`src/hdl/tcc_defs.svh`:
```
// constants for the twelve-bit timer with capture and compare
`ifndef TCC_DEFS_SVH
`define TCC_DEFS_SVH
// register offsets on the plain register port
`define TCC_ADDR_CTRL   3'h0
`define TCC_ADDR_CFG    3'h1
`define TCC_ADDR_CNTLO  3'h2
`define TCC_ADDR_CAPLO  3'h3
`define TCC_ADDR_HIGH   3'h4
// control register fields
`define TCC_CTRL_EXF    6
`define TCC_CTRL_OVF    7
// reset values
`define TCC_CTRL_RST    8'h00
`define TCC_CFG_RST     8'h00
`define TCC_BYTE_ZERO   8'h00
`define TCC_NIB_ZERO    4'h0
// counter limits
`define TCC_CNT_ZERO    12'h000
`define TCC_CNT_MAX     12'hFFF
`define TCC_CNT_ONE     12'h001
// prescaler terminal counts for divide by 4, 16, 32, 128
`define TCC_DIV4_TOP    7'h03
`define TCC_DIV16_TOP   7'h0F
`define TCC_DIV32_TOP   7'h1F
`define TCC_DIV128_TOP  7'h7F
`define TCC_PRES_ZERO   7'h00
`define TCC_PRES_ONE    7'h01
`endif

```
`src/hdl/tcc_pkg.sv`:
```
// types shared by the twelve-bit timer with capture and compare
package tcc_pkg;
  typedef enum logic [1:0] {
    MODE_TIMER,
    MODE_CAPTURE,
    MODE_RELOAD,
    MODE_COMPARE
  } tcc_mode_t;

  // control register, bit 7 down to bit 0
  typedef struct packed {
    logic      ovfFlag;
    logic      extEventFlag;
    logic      pinToggleEnable;
    logic      counterSelect;
    logic      resetOnEvent;
    logic      timerRun;
    tcc_mode_t mode;
  } tcc_ctrl_t;

  // configuration register, bit 7 down to bit 0
  typedef struct packed {
    logic [3:0] spare;
    logic       irqEnable;
    logic       captureSourceSelect;
    logic [1:0] divSel;
  } tcc_cfg_t;
endpackage : tcc_pkg

```
`src/hdl/tcc_timer.sv`:
```
// twelve-bit timer with counter, capture, auto-reload and compare modes
//
// How it works
// - a single twelve-bit up counter running in one of four modes
// - two-bit mode field: 00 timer, 01 capture, 10 reload, 11 compare
// - timer mode counts 000h to FFFh and wraps, reset-on-event ignored
// - software writes to the count take effect only while run is clear
// - tick is the clock divided by 4, 16, 32 or 128
// - count is a low byte plus bits 3..0 of the shared high register
// - counter select picks prescaled ticks or falling pin edges
// - pin sampled once per machine cycle; high then low counts one
// - with toggle enable the pin toggles on overflow or compare match
// - capture copies count: low byte and top nibble to bits 7..4
// - capture sets the event flag; it requests irq when enabled and stays until cleared
// - in capture mode reset-on-event clears the count after capture
// - capture source select picks pin or ADC comparator result
// - compare match sets the event flag and requests irq when enabled
// - compare: without reset-on-event count to overflow, with it reset
// - reload mode loads count from reload value on overflow, sets flag
// - reload mode runs from reload value up to FFFh
//
// Local design decisions: the address-and-strobe port and the register addresses.
`include "tcc_defs.svh"
`timescale 1ns/1ps
`default_nettype none

module tcc_timer
  import tcc_pkg::*;
#(
  parameter int MC_CLKS = 4
) (
  input  wire logic       ref_clk,
  input  wire logic       rst_n,
  input  wire logic [2:0] regAddr,
  input  wire logic [7:0] regWdata,
  input  wire logic       regWrite,
  input  wire logic       regRead,
  output logic      [7:0] regRdata,
  input  wire logic       timer3PinIn,
  output logic            timer3PinOut,
  output logic            timer3PinOe,
  input  wire logic       adcCompareResult,
  output logic            timer3Irq
);

  localparam int MCW = (MC_CLKS > 1) ? $clog2(MC_CLKS) : 1;
  localparam logic [MCW-1:0] MC_LAST = MCW'(MC_CLKS - 1);
  localparam logic [MCW-1:0] MC_ZERO = '0;
  localparam logic [MCW-1:0] MC_ONE  = MCW'(1);

  // the machine cycle needs at least two clocks to have a C4 slot
  if (MC_CLKS < 2) begin : g_bad_mc
    $error("MC_CLKS must be at least 2");
  end

  // prescaler terminal count for the selected ratio
  function automatic logic [6:0] divTop(input logic [1:0] sel);
    case (sel)
      2'h0:    divTop = `TCC_DIV4_TOP;
      2'h1:    divTop = `TCC_DIV16_TOP;
      2'h2:    divTop = `TCC_DIV32_TOP;
      default: divTop = `TCC_DIV128_TOP;
    endcase
  endfunction : divTop

  logic            rstMeta_q;
  logic            rstSync_q;
  tcc_ctrl_t       ctrl_q;
  tcc_ctrl_t       ctrl_d;
  tcc_cfg_t        cfg_q;
  logic [11:0]     cnt_q;
  logic [11:0]     cnt_d;
  logic [7:0]      capLow_q;
  logic [7:0]      capLow_d;
  logic [3:0]      capHigh_q;
  logic [3:0]      capHigh_d;
  logic [6:0]      presCnt_q;
  logic [MCW-1:0]  mcCnt_q;
  logic            pinSmp_q;
  logic            fallEv_q;
  logic            trigPrev_q;
  logic [7:0]      regRdata_q;
  logic            pinOut_q;
  logic            pinOe_q;
  logic            irq_q;

  // reset release through two flops
  always_ff @(posedge ref_clk or negedge rst_n) begin
    if (!rst_n) begin
      rstMeta_q <= 1'b0;
      rstSync_q <= 1'b0;
    end else begin
      rstMeta_q <= 1'b1;
      rstSync_q <= rstMeta_q;
    end
  end

  // address decode and strobes
  wire wrCtrl  = regWrite && (regAddr == `TCC_ADDR_CTRL);
  wire wrCfg   = regWrite && (regAddr == `TCC_ADDR_CFG);
  wire wrCntLo = regWrite && (regAddr == `TCC_ADDR_CNTLO);
  wire wrCapLo = regWrite && (regAddr == `TCC_ADDR_CAPLO);
  wire wrHigh  = regWrite && (regAddr == `TCC_ADDR_HIGH);
  wire cntWrOk = !ctrl_q.timerRun;

  // prescaler and machine cycle phase
  wire presTick = (presCnt_q >= divTop(cfg_q.divSel));
  wire atC4     = (mcCnt_q == MC_LAST);

  always_ff @(posedge ref_clk or negedge rstSync_q) begin
    if (!rstSync_q) begin
      presCnt_q <= `TCC_PRES_ZERO;
      mcCnt_q   <= MC_ZERO;
    end else begin
      presCnt_q <= presTick ? `TCC_PRES_ZERO : presCnt_q + `TCC_PRES_ONE;
      mcCnt_q   <= atC4 ? MC_ZERO : mcCnt_q + MC_ONE;
    end
  end

  // pin sampled at C4; a high sample followed by a low one is an edge
  always_ff @(posedge ref_clk or negedge rstSync_q) begin
    if (!rstSync_q) begin
      pinSmp_q <= 1'b0;
      fallEv_q <= 1'b0;
    end else if (atC4) begin
      pinSmp_q <= timer3PinIn;
      fallEv_q <= pinSmp_q && !timer3PinIn;
    end else begin
      fallEv_q <= 1'b0;
    end
  end

  // capture trigger: either pin edge, or rising comparator result
  wire capSrc  = cfg_q.captureSourceSelect ? adcCompareResult
                                           : timer3PinIn;
  wire capEdge = cfg_q.captureSourceSelect ? (capSrc && !trigPrev_q)
                                           : (capSrc ^ trigPrev_q);

  // previous trigger level starts high, as the pin idles, so no false
  // capture edge follows reset; a rising ADC edge still needs a low first
  always_ff @(posedge ref_clk or negedge rstSync_q) begin
    if (!rstSync_q) begin
      trigPrev_q <= 1'b1;
    end else begin
      trigPrev_q <= capSrc;
    end
  end

  // count events and mode conditions
  wire        incEv   = ctrl_q.timerRun &&
                        (ctrl_q.counterSelect ? fallEv_q : presTick);
  wire        atMax   = (cnt_q == `TCC_CNT_MAX);
  wire        ovfEv   = incEv && atMax;
  wire [11:0] refVal  = {capHigh_q, capLow_q};
  wire        isCap   = (ctrl_q.mode == MODE_CAPTURE);
  wire        isRld   = (ctrl_q.mode == MODE_RELOAD);
  wire        isCmp   = (ctrl_q.mode == MODE_COMPARE);
  wire        capEv   = isCap && capEdge;
  wire        matchEv = isCmp && incEv && (cnt_q == refVal);
  wire        cmpRst  = matchEv && ctrl_q.resetOnEvent;
  wire        capRst  = capEv && ctrl_q.resetOnEvent;
  wire        toggle  = ovfEv || matchEv;

  // next count; a reset after capture or match beats the increment
  always_comb begin
    cnt_d = cnt_q;
    if (capRst || cmpRst) begin
      cnt_d = `TCC_CNT_ZERO;
    end else if (ovfEv && isRld) begin
      cnt_d = refVal;
    end else if (incEv) begin
      cnt_d = cnt_q + `TCC_CNT_ONE;
    end else if (cntWrOk) begin
      if (wrCntLo) begin
        cnt_d = {cnt_q[11:8], regWdata};
      end else if (wrHigh) begin
        cnt_d = {regWdata[3:0], cnt_q[7:0]};
      end
    end
  end

  // capture, reload and compare value; a capture wins over a write
  always_comb begin
    capLow_d  = capLow_q;
    capHigh_d = capHigh_q;
    if (capEv) begin
      capLow_d  = cnt_q[7:0];
      capHigh_d = cnt_q[11:8];
    end else begin
      if (wrCapLo) begin
        capLow_d = regWdata;
      end
      if (wrHigh) begin
        capHigh_d = regWdata[7:4];
      end
    end
  end

  // control register; hardware setting a flag wins over a software clear
  always_comb begin
    ctrl_d = ctrl_q;
    if (wrCtrl) begin
      ctrl_d = tcc_ctrl_t'(regWdata);
      ctrl_d.extEventFlag = regWdata[`TCC_CTRL_EXF] & ctrl_q.extEventFlag;
      ctrl_d.ovfFlag      = regWdata[`TCC_CTRL_OVF] & ctrl_q.ovfFlag;
    end
    if (capEv || matchEv) begin
      ctrl_d.extEventFlag = 1'b1;
    end
    if (ovfEv) begin
      ctrl_d.ovfFlag = 1'b1;
    end
  end

  always_ff @(posedge ref_clk or negedge rstSync_q) begin
    if (!rstSync_q) begin
      ctrl_q    <= tcc_ctrl_t'(`TCC_CTRL_RST);
      cfg_q     <= tcc_cfg_t'(`TCC_CFG_RST);
      cnt_q     <= `TCC_CNT_ZERO;
      capLow_q  <= `TCC_BYTE_ZERO;
      capHigh_q <= `TCC_NIB_ZERO;
    end else begin
      ctrl_q    <= ctrl_d;
      cnt_q     <= cnt_d;
      capLow_q  <= capLow_d;
      capHigh_q <= capHigh_d;
      if (wrCfg) begin
        cfg_q <= tcc_cfg_t'({4'h0, regWdata[3:0]});
      end
    end
  end

  // read mux; unmapped offsets read as zero
  logic [7:0] rdMux;
  always_comb begin
    case (regAddr)
      `TCC_ADDR_CTRL:  rdMux = ctrl_q;
      `TCC_ADDR_CFG:   rdMux = cfg_q;
      `TCC_ADDR_CNTLO: rdMux = cnt_q[7:0];
      `TCC_ADDR_CAPLO: rdMux = capLow_q;
      `TCC_ADDR_HIGH:  rdMux = {capHigh_q, cnt_q[11:8]};
      default:         rdMux = `TCC_BYTE_ZERO;
    endcase
  end

  // read data stands only in the cycle after the strobe
  always_ff @(posedge ref_clk or negedge rstSync_q) begin
    if (!rstSync_q) begin
      regRdata_q <= `TCC_BYTE_ZERO;
    end else begin
      regRdata_q <= regRead ? rdMux : `TCC_BYTE_ZERO;
    end
  end

  // pin drive and interrupt request, both registered
  wire irqFlags = ctrl_q.extEventFlag || ctrl_q.ovfFlag;

  always_ff @(posedge ref_clk or negedge rstSync_q) begin
    if (!rstSync_q) begin
      pinOut_q <= 1'b0;
      pinOe_q  <= 1'b0;
      irq_q    <= 1'b0;
    end else begin
      pinOe_q <= ctrl_q.pinToggleEnable;
      if (ctrl_q.pinToggleEnable && toggle) begin
        pinOut_q <= !pinOut_q;
      end
      irq_q <= irqFlags && cfg_q.irqEnable;
    end
  end

  assign regRdata     = regRdata_q;
  assign timer3PinOut = pinOut_q;
  assign timer3PinOe  = pinOe_q;
  assign timer3Irq    = irq_q;

endmodule : tcc_timer

`default_nettype wire

```
`config.mk`:
```
export PLATFORM = sky130hd
export DESIGN_NAME = tcc_timer
export DESIGN_NICKNAME = d
export VERILOG_FILES = /design/src/hdl/tcc_pkg.sv /design/src/hdl/tcc_timer.sv
export VERILOG_INCLUDE_DIRS = /design/src /design/src/hdl
export SDC_FILE = /design/constraint.sdc
export NUM_CORES = 1
export LEC_CHECK = 0
export ABC_AREA = 1
export BUFFER_PORTS_ARGS = -buffer_cell sky130_fd_sc_hd__buf_2
export CORE_MARGIN = 4
export CORE_UTILIZATION = 36
export CTS_BUF_LIST = sky130_fd_sc_hd__clkbuf_16
export DETAILED_ROUTE_END_ITERATION = 8
export PLACE_DENSITY = 0.56
export SLEW_MARGIN = 10
export SYNTH_ARGS = -nofsm -noshare
export SYNTH_HDL_FRONTEND = slang
export SYNTH_SLANG_ARGS = --single-unit
export TNS_END_PERCENT = 10
```
`constraint.sdc`:
```
create_clock -name ref_clk -period 2 [get_ports ref_clk]
set_clock_uncertainty 0.15 [all_clocks]
set_input_delay 0.4 -clock ref_clk [delete_from_list [all_inputs] [get_ports ref_clk]]
set_output_delay 0.4 -clock ref_clk [all_outputs]
set_load 0.01 [all_outputs]
```
==> results of run 1 <==
## layer usage
metal  wire length, um  vias up  global-route usage [%]
met3               587       24                    2.82
met1              5640     1799                    29.6
met4               308        0                    8.10
met2              5330      119                    34.3
met5                 0        -                       0
li1                  -     1867                       -
## power by group through the flow
| stage | Clock (W) | Sequential [W] | Combinational [W] |
|---|---|---|---|
| floorplan | 0 | 0.00192 | 0.00133 |
| global placement | 0 | 0.00196 | 0.00249 |
| detailed placement | 0 | 0.00197 | 0.00252 |
| CTS | 0.00153 | 0.00196 | 0.00266 |
| global route | 0.00158 | 0.00202 | 0.00305 |
| finish | 0.00150 | 0.00197 | 0.00275 |
## stage by stage
stage	cells	cell area (um2)	utilization (%)	total power, W
after floorplan	499	3700	-	0.00324
final	756	5120	51.7	0.00622
after CTS	754	5050	51.0	0.00615
after global placement	732	4610	46.6	0.00446
after global routing	756	5120	51.7	0.00665
after detailed placement	732	4610	46.6	0.00449
## layout by cell type, fill, tap and decap left out, types with 3 or more instances in the layout
cell and n:
nand3_1 20, nand3_2 5, o21ai_1 8, a21oi_1 8
o21ai_0 31, nand2_2 11, ha_1 5, nand4_1 14
o22ai_1 8, nand2_1 135, clkbuf_16 9, buf_2 28
nor2_2 6, a221oi_1 7, o221ai_1 8, inv_2 14
nor2_1 50, inv_1 50, xor2_1 10, buf_4 88
nand3_4 3, buf_6 4, buf_12 3, nor2_4 4
nor3_1 4, dfrtp_1 59
## layout make-up
class	instances	area [um2]	share of cell area, %
multi-input cells	360	1990	38.9
flip-flops and latches	61	1530	29.9
repair buffers	124	916	17.9
inverters	62	233	4.55
clock buffers	9	225	4.40
well taps	133	166	3.25
clock inverters	7	58.8	1.15
## kinds of logic after synthesis
kind of cell    synth area share (%)
compound gates                  13.2
xor+xnor                        2.84
fa+ha+maj                       2.37
buf+inv                         8.80
flops                           41.3
mux                            0.304
other cells                    0.101
simple gates                    31.1
## critical path: stages, from the launching register on
cell and delay [ns]:
dfrtp_1 0.42, nand2_2 0.15, ha_4 0.23, a21oi_2 0.14
nor2_1 0.06, nor2_2 0.17, nand3_4 0.13, buf_6 0.16
buf_4 0.14, nand3_1 0.09, nand2_1 0.06, nand2_1 0.05
nand2_1 0.05, nor2_2 0.12, nand2_1 0.06, nand2_1 0.06
## path summary, 6_finish.rpt
check                      slack (ns)         from         end  depth (start not counted)
setup / recovery                -0.29     cfg_q[1]    cnt_q[7]                         15
hold / removal                   0.12    rstSync_q   ctrl_q[2]                          0
setup reg to reg                -0.29     cfg_q[1]    cnt_q[7]                         15
hold reg to reg                  0.12    rstSync_q   ctrl_q[2]                          0
max in group asynchronous        1.00    rstSync_q  trigPrev_q                          1
min in group ref_clk             0.12  timer3PinIn    fallEv_q                          2
## sequential cells by signal (all words and copies together), names as in the netlist, 2 cells and up
name,count
capLow_q,8
presCnt_q,7
capHigh_q,4
mcCnt_q,2
cfg_q,4
ctrl_q,8
regRdata,8
cnt_q,12
## synthesized netlist by cell type (2+ instances only)
cell type,instances
nor2_1,55
a221oi_1,7
dfrtp_1,60
nor2_2,3
buf_2,8
inv_1,48
nor2_4,2
xor2_1,10
nand3_1,25
ha_1,7
a21oi_1,10
nor3_1,4
nand2_2,4
clkbuf_1,4
nor3_2,2
o22ai_1,8
nand3_2,2
nand2_1,143
nor3b_1,2
o221ai_1,8
inv_2,14
buf_4,2
nand4_1,14
xnor2_1,2
o21ai_0,32
buf_6,2
o21ai_1,8
## what timing repair did
action	4_1_cts	5_1_grt
setup buffers	4	2
pin swaps	7	10
hold buffers	1	0
gates resized for setup	23	13
endpoints found under the setup margin	26	26
hold endpoints to repair	2	0
cloned	1	0
==> impl_metrics.toml, run 1 <==
[place]
buffer_ports.inserted = 27
post-place-ws_ns = -0.355
gp_congestion = 1.00
dp_hpwl_um = 9120

[drt]
drc = 0
via_per_inst = 5.04
ant_nets = 0
num_vias = 3809
wl_per_cell_um = 15.7
drt_first_pass_iters = 5
drtIter0Drc = 324
wl_um = 11900

[clocking]
cts_buffer_depth = 2
cts_tree = "done"
cts_buffers = 9
ctsHtreeMaxLevel = 3
clkTransAtPathRegs_ns = 0.05
clk_latency_ns = 0.33
cts_sinks = 61
cts.root.buffer_cell = "clkbuf_16"

[timing]
period_minus_slack_ns = 2.29
fmax_mhz = 437
fin_setup_tns_ns = -3.46
setup_violations = 14
fin_ws_ns = -0.290
final_max_slew_viol_count = 0
fin_crit_sh_pct = 115
final_hold_viol_count = 0
worst_pin_slew_ns = 0.580
rsz0062_at_grt = "true"
slew_headroom_pct = 61.3
whs_ns = 0.115

[setup_path]
worstPathArrival_ns = 2.41
cp-start-kind = "flop"
worstPathRequired_ns = 2.12
worstSetupEndpointType = "flop"
crit_path_max_fanout = 6
critPathKind = "reg2reg"

[yosys]
synth-edff-count = 0
synth-seq-cells = 61
syn_nets = 523
ys_seq_area_share_pct = 41.3
synth_area_mm2 = 0.00370
syn_avg_cell_area_um2 = 7.41
async_flop_share_pct = 100
yosys_warnings = 0
ys_types = 40
syn_inst = 499
synth_top_cell_area_share_pct = 40.6
yosys.area.top_type = "dfrtp_1"
ys_top_cells_by_area = "dfrtp_1, nand2_1, nor2_1, inv_1, o21ai_0"
synth_flop_cell = "dfrtp_1"

[power_and_ir_drop]
power.leakage_nw = 2.63
clkPwrFrac_pct = 24.1
switching_share_pct = 38.8
share_comb_of_total_power_pct = 44.3
pwr-share-seq_pct = 31.6
p_switching_w = 0.00241
power_density_mw_per_mm2 = 1210
internal_power_w = 0.00380
peakVddDrop_v = 0.000408

[floorplanning]
die_w_um = 109
row_count = 36
start_util_pct = 37.3
fp.coreArea_mm2 = 0.00991
dieArea_mm2 = 0.0120
top_level_ports = 28
die_h_um = 109

[run_status]
violations = "setup timing"
outcome = "finished, violations left"

[global_routing]
grt_antenna_before_repair = 0
grt_pass1_vias = 3722
grt_pass1_wl_um = 19500
grtUsageTotal_pct = 21.4
grt-ovfl-total = 0
grt_start_max_net_pins = 24

[final_layout]
fillCellCount = 944
areaGrowthSynthToFinish_pct = 38.4
nNetsFinal = 642
antenna_cells = 0
drive_gt1_share_pct = 31.3

[min_path]
hp-class = "reg2async"

[flow_run]
drv_cap = 0
(Power assumes the default switching activity.)
==> inputs of run 2 (changes only) <==
- CORE_MARGIN: 4 -> 5
==> impl_metrics.toml, run 2 (same netlist as run 1, synthesis figures left out) <==
[run_status]
outcome = "finished, violations left"
violations = "setup timing"

[floorplanning]
fp.coreArea_mm2 = 0.0102
top_level_ports = 28
start_util_pct = 36.3
dieArea_mm2 = 0.0124
row_count = 37
die_h_um = 111
die_w_um = 111

[power_and_ir_drop]
p_switching_w = 0.00232
power_density_mw_per_mm2 = 1210
peakVddDrop_v = 0.000474
internal_power_w = 0.00373
share_comb_of_total_power_pct = 39.8
pwr-share-seq_pct = 33.3
power.leakage_nw = 2.54
finalPower_w = 0.00605
clkPwrFrac_pct = 26.8
switching_share_pct = 38.4

[clocking]
cts_sinks = 61
cts_tree = "done"
clkTransAtPathRegs_ns = 0.05
cts_buffers = 9
ctsHtreeMaxLevel = 3
cts_buffer_depth = 2
cts.root.buffer_cell = "clkbuf_16"
clk_latency_ns = 0.33

[timing]
final_max_slew_viol_count = 0
final_hold_viol_count = 0
fmax_mhz = 443
fin_ws_ns = -0.258
period_minus_slack_ns = 2.26
fin_crit_sh_pct = 113
fin_setup_tns_ns = -2.91
setup_violations = 13
rsz0062_at_grt = "true"

[global_routing]
grt_antenna_before_repair = 0
grtUsageTotal_pct = 18.5
grt-ovfl-total = 0
grt_start_max_net_pins = 60
grt_pass1_wl_um = 18100
grt_pass1_vias = 3493

[min_path]
hp-class = "reg2async"

[drt]
ant_nets = 0
drt_first_pass_iters = 7
wl_per_cell_um = 15.8
drtIter0Drc = 354
drc = 0
wl_um = 11500
via_per_inst = 5.12
num_vias = 3752

[setup_path]
r2r-start = "cfg_q[1]"
slowest_delay_ns = 0.38
critPathKind = "reg2reg"
worstPathArrival_ns = 2.33
worstPathRequired_ns = 2.08
startpoint = "cfg_q[1]"
worst_path_most_repeated_cell = "nand3_4"
cp-start-kind = "flop"
crit_path_max_fanout = 14
worstPathCellList = "nand2_2, ha_4, nand3_4, a21oi_2, nand3_2, nand3_4, buf_6, nand4_4, clkbuf_16, buf_4, nand4_1, nand2_1"
worstSetupEndpointType = "flop"
cpMaxStageDelayCell = "dfrtp_1"

[final_layout]
regMostFlops = "cnt_q"
drive_gt1_share_pct = 28.3
antenna_cells = 0
areaGrowthSynthToFinish_pct = 34.9
final_common_cell = "nand2_1"
final_cell_count_no_fill = 733
largest_reg_flops = 12
nNetsFinal = 616
utilization_pct = 49.0
final_cell_mix = "nand2_1, buf_4, dfrtp_1, nor2_1, inv_1"
fillCellCount = 982

[flow_run]
drv_cap = 0

[place]
dp_hpwl_um = 8560
buffer_ports.inserted = 27
gp_congestion = 0.944
numPlacedInstances = 710
post-place-ws_ns = -0.355
## run 2: cell count changes in the layout (fill, tap and decap cells not counted), sizes merged
cell / change
bufinv: +1
clkinvlp: -1
clkinv: +1
clkbuf: +2
buf: -28
inv: -1
## run 2: timing repair
item,CTS,global route
buffers inserted,3,1
hold buffers,1,0
endpoints found under the setup margin,22,27
gates cloned,0,2
resized for setup,8,28
pin swaps,2,14
endpoints found under the hold margin,2,0
## run 2: final timing paths
path | to | slack (ns) | depth (start not counted)
worst max-delay path | cnt_q[6] | -0.26 | 12
worst min-delay path | mcCnt_q[1] | 0.12 | 1
worst max register to register | cnt_q[6] | -0.26 | 12
worst min register to register | mcCnt_q[1] | 0.12 | 1
max in group asynchronous | trigPrev_q | 1.28 | 1
min in group ref_clk | fallEv_q | 0.18 | 3
## run 2: power groups by stage
stage / clock network, W / registers [W] / logic (W)
2_1_floorplan: 0 / 0.00192 / 0.00133
3_3_place_gp: 0 / 0.00200 / 0.00219
3_5_place_dp: 0 / 0.00201 / 0.00221
4_1_cts: 0.00165 / 0.00200 / 0.00228
5_1_grt: 0.00171 / 0.00207 / 0.00268
6_report: 0.00163 / 0.00202 / 0.00241
## run 2: cell type report
type | count | area, um2 | share of cell area [%]
Clock buffer | 9 | 225 | 4.51
Clock inverter | 7 | 81.3 | 1.63
Inverter | 62 | 233 | 4.66
Multi-Input combinational cell | 360 | 1980 | 39.7
Sequential cell | 61 | 1530 | 30.6
Tap cell | 136 | 170 | 3.41
Timing Repair Buffer | 98 | 772 | 15.5
## run 2: metal layers
metal	routed length, um	GRT usage, %	part of all wire [%]	vias up
li1	-	-	-	1821
met5	0	0	0	-
met3	740	4.46	6.4	26
met4	320	6.41	2.8	0
met2	5390	29.2	47	144
met1	5100	24.9	44	1761
## run 2: critical path: cells and delay by family (launching register included)
family / cells / cell delay [ns]
AO/OA/AOI/OAI: 1 / 0.12
adder cells (fa/ha/maj): 1 / 0.29
buffers and inverters: 3 / 0.49
flip-flops: 1 / 0.38
AND/OR/NAND/NOR: 7 / 0.72
## run 2: through the flow
step,hold slack (ns),area [um2]
6_report,0.118,4990
2_1_floorplan,-0.0456,3700
5_1_grt,0.154,4990
3_3_place_gp,0.0350,4440
3_5_place_dp,0.0388,4440
4_1_cts,0.141,4810
==> inputs of run 3 (changes only) <==
- CELL_PAD_IN_SITES_DETAIL_PLACEMENT: default -> 1
- CELL_PAD_IN_SITES_GLOBAL_PLACEMENT: default -> 2
- CORE_UTILIZATION: 36 -> 32
- PLACE_DENSITY: 0.56 -> 0.79
==> impl_metrics.toml, run 3 (same netlist as run 1, synthesis figures left out) <==
[run_status]
outcome = "finished, violations left"
violations = "setup timing"

[floorplanning]
start_util_pct = 32.5
dieArea_mm2 = 0.0138
fp.coreArea_mm2 = 0.0114
top_level_ports = 28
row_count = 39
die_h_um = 118
die_w_um = 118

[drt]
num_vias = 3841
ant_nets = 0
wl_um = 13900
drc = 0
drtIter0Drc = 219
wl_per_cell_um = 18.1
drt_first_pass_iters = 4
via_per_inst = 5.01

[final_layout]
drive_gt1_share_pct = 31.7
regMostFlops = "cnt_q"
areaGrowthSynthToFinish_pct = 43.3
antenna_cells = 0
final_cell_mix = "nand2_1, buf_4, dfrtp_1, inv_1, nor2_1"
final_cell_count_no_fill = 767
largest_reg_flops = 12
nNetsFinal = 643
final_common_cell = "nand2_1"

[min_path]
hp-class = "reg2async"

[timing]
whs_ns = 0.114
slew_headroom_pct = 66.0
fmax_mhz = 426
rsz0062_at_grt = "true"
setup_violations = 14
fin_crit_sh_pct = 117
final_hold_viol_count = 0
period_minus_slack_ns = 2.35
fin_ws_ns = -0.347
worst_pin_slew_ns = 0.509
final_max_slew_viol_count = 0

[setup_path]
r2r-start = "cfg_q[1]"
r2r_slack_ns = -0.35
worstPathRequired_ns = 2.07
critPathKind = "reg2reg"
r2r_end = "cnt_q[7]"
critical_path_buf_inv_count = 3
worstPathCellList = "nand2_2, ha_4, nand3_4, a21oi_2, nand3_2, nand3_4, buf_6, nand4_4, buf_12, buf_16, nor2_4, nor2_2, nand2_1, nand2_1"
worstPathArrival_ns = 2.42
crit_path_max_fanout = 7
rr_worst_depth = 14
cpMaxStageDelayCell = "dfrtp_1"
path_delay_family = "simple AND/OR/NAND/NOR gates"
worstSetupEndpointType = "flop"
cp-start-kind = "flop"
slowest_delay_ns = 0.38

[global_routing]
grt_start_max_net_pins = 60
grt-ovfl-total = 0
grtUsageTotal_pct = 20.6
grt_antenna_before_repair = 0
grt_pass1_wl_um = 22500
grt_pass1_vias = 4160

[power_and_ir_drop]
power.leakage_nw = 2.71
peakVddDrop_v = 0.000532
power_density_mw_per_mm2 = 1270

[clocking]
ctsHtreeMaxLevel = 3
cts_buffers = 9
clk_latency_ns = 0.33
clkTransAtPathRegs_ns = 0.05
cts.root.buffer_cell = "clkbuf_16"
cts_tree = "done"
cts_sinks = 61
cts_buffer_depth = 2

[place]
buffer_ports.inserted = 27
numPlacedInstances = 741
post-place-ws_ns = -0.383
dp_hpwl_um = 10400
gp_congestion = 0.878

[flow_run]
drv_cap = 0
[run 3: changes by cell type in the layout (fill, tap and decap cells not counted), moves of 2 or more]
| cell | delta |
|---|---|
| buf_12 | +4 |
| buf_4 | +22 |
| clkbuf_16 | -2 |
| inv_1 | +3 |
| inv_2 | -2 |
| nand3_1 | -3 |
| nand3_2 | +2 |
[run 3: metrics by stage]
step                area [um2]  power, W  TNS (ns)  utilization, %
floorplan                 3700   0.00324    -0.799               -
global placement          4640   0.00457     -4.34            40.8
detailed placement        4640   0.00466     -6.44            40.8
CTS                       5260   0.00665     -3.83            46.3
global route              5300   0.00714     -7.43            46.6
finish                    5300   0.00672     -3.64            46.6
[run 3: how the worst max path moves through the flow]
| stage | startpoint | endpoint | cells after the start |
|---|---|---|---|
| after CTS | cfg_q[1] | cnt_q[4] | 15 |
| after global routing | cfg_q[1] | cnt_q[7] | 14 |
| after global placement | cfg_q[1] | cnt_q[5] | 14 |
| after floorplan | cfg_q[1] | cnt_q[0] | 12 |
| after detailed placement | cfg_q[1] | cnt_q[1] | 14 |
| final | cfg_q[1] | cnt_q[7] | 14 |
[run 3: what timing repair did]
action,in CTS,in global routing
hold endpoints to repair,2,0
buffers inserted,6,2
endpoints found under the setup margin,26,27
gates cloned,3,0
hold buffers,1,0
resized for setup,25,17
pin swaps,17,18
[run 3: metal layers]
layer  routed length [um]  GRT usage [%]
met1                 6340           26.8
met2                 6660           33.6
met3                  523           3.70
met4                  359           8.53
met5                    0              0
[run 3: area by class of cell]
| cell class | instances | area (um2) |
|---|---|---|
| sequential | 61 | 1530 |
| fill | 1366 | 6070 |
| inverter | 62 | 233 |
| multi-input combinational | 360 | 2010 |
| clock buffer | 9 | 225 |
| clock inverter | 7 | 106 |
| tap | 143 | 179 |
| timing repair buffer | 125 | 1020 |
[run 3: where the power goes]
part | internal (W) | switching [W] | total (W)
registers | 0.00160 | 0.000350 | 0.00195
logic | 0.00136 | 0.00163 | 0.00298
clock network | 0.00120 | 0.000581 | 0.00178
